$ cat config.mk
export PLATFORM = sky130hd
export DESIGN_NAME = cmd_clock_fanout
export DESIGN_NICKNAME = d
export VERILOG_FILES = /design/src/common/cmd_pkg.sv /design/src/hdl/cmd_clock_fanout.sv
export SDC_FILE = /design/constraint.sdc
export NUM_CORES = 1
export LEC_CHECK = 0
export BUFFER_PORTS_ARGS = -buffer_cell sky130_fd_sc_hd__buf_2
export CAP_MARGIN = 20
export CORE_AREA = 3 3 71 53
export CTS_BUF_LIST = sky130_fd_sc_hd__clkbuf_4 sky130_fd_sc_hd__clkbuf_8
export CTS_CLUSTER_SIZE = 12
export DETAILED_ROUTE_END_ITERATION = 10
export DIE_AREA = 0 0 74 56
export PLACE_DENSITY = 0.84
export SLEW_MARGIN = 10
export SYNTH_ARGS = -nofsm -noshare
export SYNTH_HDL_FRONTEND = slang
export SYNTH_SLANG_ARGS = --single-unit
$ cat constraint.sdc
create_clock -name pclk -period 1.76 [get_ports pclk]
set_clock_uncertainty 0.2 [all_clocks]
set_input_delay 0.088 -clock pclk [delete_from_list [all_inputs] [get_ports pclk]]
set_output_delay 0.088 -clock pclk [all_outputs]
set_load 0.005 [all_outputs]
$ cat src/common/cmd_pkg.sv
// constants shared by the clock mux / divider / fan-out block
package cmd_pkg;

  // ----------------------------------------------------------------
  // register map (byte addresses on the apb bus)
  // ----------------------------------------------------------------
  localparam int unsigned ADDR_W = 12;
  localparam logic [11:0] ADDR_CTRL = 12'h000;
  localparam logic [11:0] ADDR_STAT = 12'h004;

  // ----------------------------------------------------------------
  // control register fields
  // ----------------------------------------------------------------
  localparam int unsigned CTRL_W = 3;
  localparam int unsigned CTRL_CLK_CHOICE_BIT = 0;
  localparam int unsigned CTRL_RATIO_BIT = 1;
  localparam int unsigned CTRL_FREEZE_BIT = 2;
  localparam logic [2:0] CTRL_RESET = 3'h0;

  // ----------------------------------------------------------------
  // status register fields
  // ----------------------------------------------------------------
  localparam int unsigned STAT_FROZEN_BIT = 0;
  localparam int unsigned STAT_ARMED_BIT = 1;
  localparam int unsigned STAT_Q1_BIT = 2;
  localparam int unsigned STAT_CNT_LSB = 3;

  // ----------------------------------------------------------------
  // divider chain
  // ----------------------------------------------------------------
  localparam int unsigned CNT_W = 3;
  localparam logic [2:0] CNT_RESET = 3'h0;
  localparam logic [2:0] CNT_STEP = 3'h1;
  localparam int unsigned NUM_COPIES = 2;

endpackage

$ cat src/hdl/cmd_clock_fanout.sv
// clock multiplexer, synchronous divider chain and two-copy fan-out with apb control
//
// Operation
// - exactly one of the two input clocks feeds every divider stage
// - four stages give the selected clock divided by one, two, four, eight
// - the first bank divides by one or by two, as configured
// - every stage output drives two identical copies with identical phase
// - all stages step on the same selected clock edge, common edges aligned
// - the freeze request is captured on the falling edge of the selected clock
// - freezing and unfreezing only take effect while the internal clock is low
// - after a freeze request, stepping stops from the next falling edge
// - while frozen every divider flop keeps its state
// - after the request drops, the next falling edge resumes counting from the held state
// - master clear low forces all divided outputs low, asynchronously
// - after clear, outputs first rise on a rising edge following a falling edge
//
// Added by the designer: the register offsets and register access over APB.
`timescale 1ns/1ps

module cmd_clock_fanout (
  input wire logic pclk, // apb clock, 125 mhz
  input wire logic presetn, // apb reset, asynchronous, active low
  input wire logic psel, // apb select
  input wire logic penable, // apb access phase
  input wire logic pwrite, // apb direction, high for write
  input wire logic [11:0] paddr, // apb byte address
  input wire logic [31:0] pwdata, // apb write data
  output logic [31:0] prdata, // apb read data
  output logic pready, // apb ready
  output logic pslverr, // apb error for unmapped address
  input wire logic primary_clock_in, // first clock pin
  input wire logic secondary_clock_in, // second clock pin
  input wire logic master_clear_n, // master clear pin, active low
  output logic [1:0] first_bank_outputs, // selected clock divided by one or two
  output logic [1:0] second_bank_outputs, // selected clock divided by two
  output logic [1:0] third_bank_outputs, // selected clock divided by four
  output logic [1:0] fourth_bank_outputs // selected clock divided by eight
);

  // ----------------------------------------------------------------
  // state
  // ----------------------------------------------------------------
  typedef struct packed {
    logic pri_s1;
    logic pri_s2;
    logic sec_s1;
    logic sec_s2;
    logic clr_s1;
    logic clr_s2;
    logic sel_prev;
    logic [2:0] ctrl;
    logic frozen;
    logic armed;
    logic [2:0] cnt;
    logic q1;
    logic [31:0] rdata;
  } cmd_state_t;

  cmd_state_t st_ff;
  cmd_state_t nxt_st;

  logic sel_clk;
  logic clk_rise;
  logic clk_fall;
  logic clr_active;
  logic step_ok;
  logic wr_ctrl;
  logic addr_hit;
  logic [31:0] rd_mux;

  // ----------------------------------------------------------------
  // selected clock and its edges
  // ----------------------------------------------------------------
  // pick the synchronised clock; a choice change may look like one edge, which is harmless
  // because the chain only ever moves one step per detected edge
  always_comb
  begin
    sel_clk = st_ff.ctrl[cmd_pkg::CTRL_CLK_CHOICE_BIT] ? st_ff.sec_s2 : st_ff.pri_s2;
    clk_rise = sel_clk & ~st_ff.sel_prev;
    clk_fall = ~sel_clk & st_ff.sel_prev;
    clr_active = ~st_ff.clr_s2;
    step_ok = clk_rise & st_ff.armed & ~st_ff.frozen & ~clr_active;
  end

  // ----------------------------------------------------------------
  // apb decode
  // ----------------------------------------------------------------
  // zero wait states: the read word is registered in the setup cycle
  always_comb
  begin
    addr_hit = (paddr == cmd_pkg::ADDR_CTRL) || (paddr == cmd_pkg::ADDR_STAT);
    wr_ctrl = psel & penable & pwrite & (paddr == cmd_pkg::ADDR_CTRL);
    rd_mux = 32'h0000_0000;
    if (paddr == cmd_pkg::ADDR_CTRL)
    begin
      rd_mux[cmd_pkg::CTRL_W-1:0] = st_ff.ctrl;
    end
    else if (paddr == cmd_pkg::ADDR_STAT)
    begin
      rd_mux[cmd_pkg::STAT_FROZEN_BIT] = st_ff.frozen;
      rd_mux[cmd_pkg::STAT_ARMED_BIT] = st_ff.armed;
      rd_mux[cmd_pkg::STAT_Q1_BIT] = st_ff.q1;
      rd_mux[cmd_pkg::STAT_CNT_LSB +: cmd_pkg::CNT_W] = st_ff.cnt;
    end
  end

  // ----------------------------------------------------------------
  // next state
  // ----------------------------------------------------------------
  always_comb
  begin
    nxt_st = st_ff;
    // two-flop synchronisers for every pin
    nxt_st.pri_s1 = primary_clock_in;
    nxt_st.pri_s2 = st_ff.pri_s1;
    nxt_st.sec_s1 = secondary_clock_in;
    nxt_st.sec_s2 = st_ff.sec_s1;
    nxt_st.clr_s1 = master_clear_n;
    nxt_st.clr_s2 = st_ff.clr_s1;
    nxt_st.sel_prev = sel_clk;
    // software control word
    if (wr_ctrl)
    begin
      nxt_st.ctrl = pwdata[cmd_pkg::CTRL_W-1:0];
    end
    if (psel & ~penable)
    begin
      nxt_st.rdata = rd_mux;
    end
    if (clr_active)
    begin
      // clear holds the whole chain at its start point
      nxt_st.cnt = cmd_pkg::CNT_RESET;
      nxt_st.q1 = 1'b0;
      nxt_st.armed = 1'b0;
      nxt_st.frozen = 1'b0;
    end
    else
    begin
      // freeze flop only moves on a falling edge, so the gated clock is low when it
      // changes and no shortened pulse can reach the chain
      if (clk_fall)
      begin
        nxt_st.frozen = st_ff.ctrl[cmd_pkg::CTRL_FREEZE_BIT];
        nxt_st.armed = 1'b1;
      end
      // count down from zero so that every stage goes high on the first step
      if (step_ok)
      begin
        nxt_st.cnt = st_ff.cnt - cmd_pkg::CNT_STEP;
        nxt_st.q1 = 1'b1;
      end
      else if (clk_fall & st_ff.armed & ~st_ff.frozen)
      begin
        nxt_st.q1 = 1'b0;
      end
      // frozen: nothing above touches cnt or q1, so the count position is kept
    end
  end

  // ----------------------------------------------------------------
  // state register
  // ----------------------------------------------------------------
  always_ff @(posedge pclk or negedge presetn)
  begin
    if (!presetn)
    begin
      st_ff <= '{pri_s1: 1'b0, pri_s2: 1'b0, sec_s1: 1'b0, sec_s2: 1'b0,
                 clr_s1: 1'b0, clr_s2: 1'b0, sel_prev: 1'b0,
                 ctrl: cmd_pkg::CTRL_RESET, frozen: 1'b0, armed: 1'b0,
                 cnt: cmd_pkg::CNT_RESET, q1: 1'b0, rdata: 32'h0000_0000};
    end
    else
    begin
      st_ff <= nxt_st;
    end
  end

  // ----------------------------------------------------------------
  // outputs
  // ----------------------------------------------------------------
  // the raw clear pin gates the flop outputs so that clear acts at once, without
  // waiting for the synchroniser; the chain itself is cleared on the third pclk edge after the pin falls
  always_comb
  begin
    first_bank_outputs = {cmd_pkg::NUM_COPIES{master_clear_n &
      (st_ff.ctrl[cmd_pkg::CTRL_RATIO_BIT] ? st_ff.cnt[0] : st_ff.q1)}};
    second_bank_outputs = {cmd_pkg::NUM_COPIES{master_clear_n & st_ff.cnt[0]}};
    third_bank_outputs = {cmd_pkg::NUM_COPIES{master_clear_n & st_ff.cnt[1]}};
    fourth_bank_outputs = {cmd_pkg::NUM_COPIES{master_clear_n & st_ff.cnt[2]}};
    prdata = st_ff.rdata;
    pready = 1'b1;
    pslverr = psel & penable & ~addr_hit;
  end
endmodule
==> results.yml <==
outcome:
  status: "finished, final reports clean"
grt:
  overflow: 0
  antenna_found_initial: 0
  grt_usage_pct: 9.826
  grt_max_degree: 23
  grt_pass1_vias: 738
  grt_pass1_wl_mm: 3.215
cts:
  clk_pin_slew_ps: 80
  ctsHtreeMaxLevel: 1
  post_cts_buffers: 0
  cts-root-buf: "clkbuf_8"
  tritoncts: "yes"
  numCtsBuffers: 3
  postCtsHoldBufs: 8
  cts_sinks: 22
  worstSkewPairLatency_ps: 260
  cts_buffer_depth: 2
  cts-resized-gates: 0
yosys:
  avgSynthCellArea_um2: 10.19
  synthTopCellsByCount: "buf_4 (37), dfrtp_1 (22), nand2_1 (12), o21ai_0 (8), mux2i_1 (6)"
  yosys.area.top_type_share_pct: 43.56
  ys_seq_elements: 22
  synth_area_um2: 1264
  synth-edff-count: 0
  netlist_instances: 124
  yosys.cell_count.top_type: "buf_4"
  ys_warn_count: 0
  synth_cell_type_count: 27
  synthTopCellsByArea: "dfrtp_1 (44%), buf_4 (22%), mux2i_1 (4.8%)"
  synthFlopType: "dfrtp_1"
  yosysTopAreaCell: "dfrtp_1"
  async_reset_ff_share_pct: 100.0
  synth_seq_area_share_pct: 43.56
final_layout:
  drive_gt1_share_pct: 30.63
  syn_to_final_growth_pct: 14.95
  nNetsFinal: 214
  final_core_util_pct: 46.46
  antennaDiodeCount: 0
routing:
  ant_nets: 0
  dr_total_vias: 830
  drc: 0
  drt_iter0_drc: 25
  viasPerCell: 4.192
  routed_wl_mm: 2.096
  drt_pre_antenna_iters: 4
  routedWlPerCell_um: 10.59
sta:
  rsz0062_at_grt: "false"
  drv_slew: 0
  hold_violations: 0
  setup_tns_ps: 0
  post-route-min-period_ps: 1570
  fmax_mhz: 636.8
  timing.final.crit_share_pct: 89.22
  finalSetupViolCount: 0
critical_path:
  critPathMaxFanout: 7
  crit_type: "in -> reg"
  cp_cell_sequence: "dlygate4sd3_1 > buf_2 > and4b_1 > nand4_2 > mux2_2"
  crit_path_max_incr_delay_ps: 530
  required_ps: 1710
  startpoint_type: "input pin"
  reg2reg_slack_ps: 300
  arrival_ps: 1520
  crit_slowest_cell: "dlygate4sd3_1"
  cp-end-kind: "flop"
floorplan:
  die_h_um: 56
  die_area_um2: 4144
  io_pins: 94
  core-area_um2: 3127
  rows: 17
  dieWidth_um: 74
  start_util_pct: 40.42
min_path:
  hp-class: "in -> reg"
placement:
  dpl.hpwl_mm: 1.726
  port_buffers: 37
  gp_congestion: 0.7194
flow_run:
  maxCapViolations: 0
power_and_ir_drop:
  ir_worst_vdd_uv: 324.5
  p_per_area_nw_per_um2: 760.1
  p_leak_nw: 0.7603
==> worst paths after layout <==
check,to,depth (start not counted),start
min,prdata[5]$_DFFE_PN0P_,4,paddr[8]
max in group asynchronous,st_ff[44]$_DFF_PN0_,2,presetn
min in group asynchronous,prdata[4]$_DFFE_PN0P_,2,presetn
min reg2reg,st_ff[46]$_DFF_PN0_,0,nxt_st[46]$_DFF_PN0_
max reg2reg,st_ff[37]$_DFFE_PN0P_,4,st_ff[38]$_DFFE_PN0P_
max,st_ff[38]$_DFFE_PN0P_,5,paddr[2]
==> sequential cells by signal, indices dropped and copies added, names as in the netlist <==
| signal | count |
|---|---|
| nxt_st | 3 |
| st_ff | 13 |
| prdata | 6 |
==> logic make-up (layout without fill, tap and decap cells) <==
group,Yosys count,count (layout),share of synthesized area (%)
flip-flops,22,22,43.56
AND/OR/NAND/NOR,31,31,16.14
adder cells (fa/ha/maj),1,1,0.9899
buffers and inverters,43,54,24.36
AO/OA/AOI/OAI,16,16,6.931
multiplexers,9,9,7.426
other,2,27,0.5943
==> through the flow <==
step / total power, W / hold slack [ps] / cells / setup slack, ps / area (µm²)
after floorplan: 0.0006304 / -407.6 / 149 / 458.9 / 1358
after global placement: 0.0006322 / -136.0 / 186 / 355.1 / 1301
after detailed placement: 0.0006355 / -131.2 / 186 / 279.1 / 1301
after CTS: 0.001115 / 39.42 / 198 / 191.0 / 1453
after global routing: 0.001154 / 60.24 / 198 / 132.8 / 1453
final: 0.001104 / 33.50 / 198 / 189.7 / 1453
==> layout make-up <==
type	count	area, µm²
clock inverter	1	30.03
sequential	22	550.5
timing repair buffer	45	265.3
inverter	5	18.77
clock buffer	3	41.29
multi-input combinational	84	499.2
tap	38	47.55
fill	309	1674
==> cells in the final DEF, fill, tap and decap left out <==
| cell | instances |
|---|---|
| mux2i_1 | 6 |
| mux2_2 | 3 |
| inv_2 | 1 |
| conb_1 | 27 |
| nand4_2 | 1 |
| dfrtp_1 | 22 |
| clkbuf_8 | 3 |
| and2_1 | 3 |
| nand3_1 | 3 |
| ha_1 | 1 |
| a311oi_1 | 1 |
| a21oi_1 | 5 |
| buf_2 | 37 |
| nor4_4 | 2 |
| nand2b_1 | 2 |
| nor3_1 | 1 |
| nor2_1 | 1 |
| and4b_1 | 1 |
| bufinv_16 | 1 |
| a31oi_1 | 1 |
| nand3b_1 | 1 |
| dlygate4sd3_1 | 8 |
| nor2b_1 | 2 |
| nand4_1 | 1 |
| inv_1 | 4 |
| nor3b_2 | 1 |
| o21ai_0 | 8 |
| a21o_1 | 1 |
| nand2_1 | 12 |
==> where the power goes <==
| group | internal [W] | switching, W | total [W] |
|---|---|---|---|
| Combinational | 0.0000492 | 0.0000627 | 0.000112 |
| Sequential | 0.000518 | 0.00000951 | 0.000528 |
| Clock | 0.000304 | 0.000161 | 0.000465 |
| Total | 0.000871 | 0.000233 | 0.00110 |
==> worst max-delay path, delay by kind of cell <==
kind / cells / cell delay, ps
simple gates: 2 / 410
buf+inv: 2 / 700
mux: 1 / 310
==> routing by layer <==
layer	routed length (µm)	vias up	track usage [%]	part of all wire (%)
li1	-	417	-	-
met4	7	0	2.326	0.33
met2	1127	30	16.67	54
met1	813	381	11.53	39
met5	0	-	0	0
met3	149	2	3.791	7.1
(Power assumes the default switching activity.)
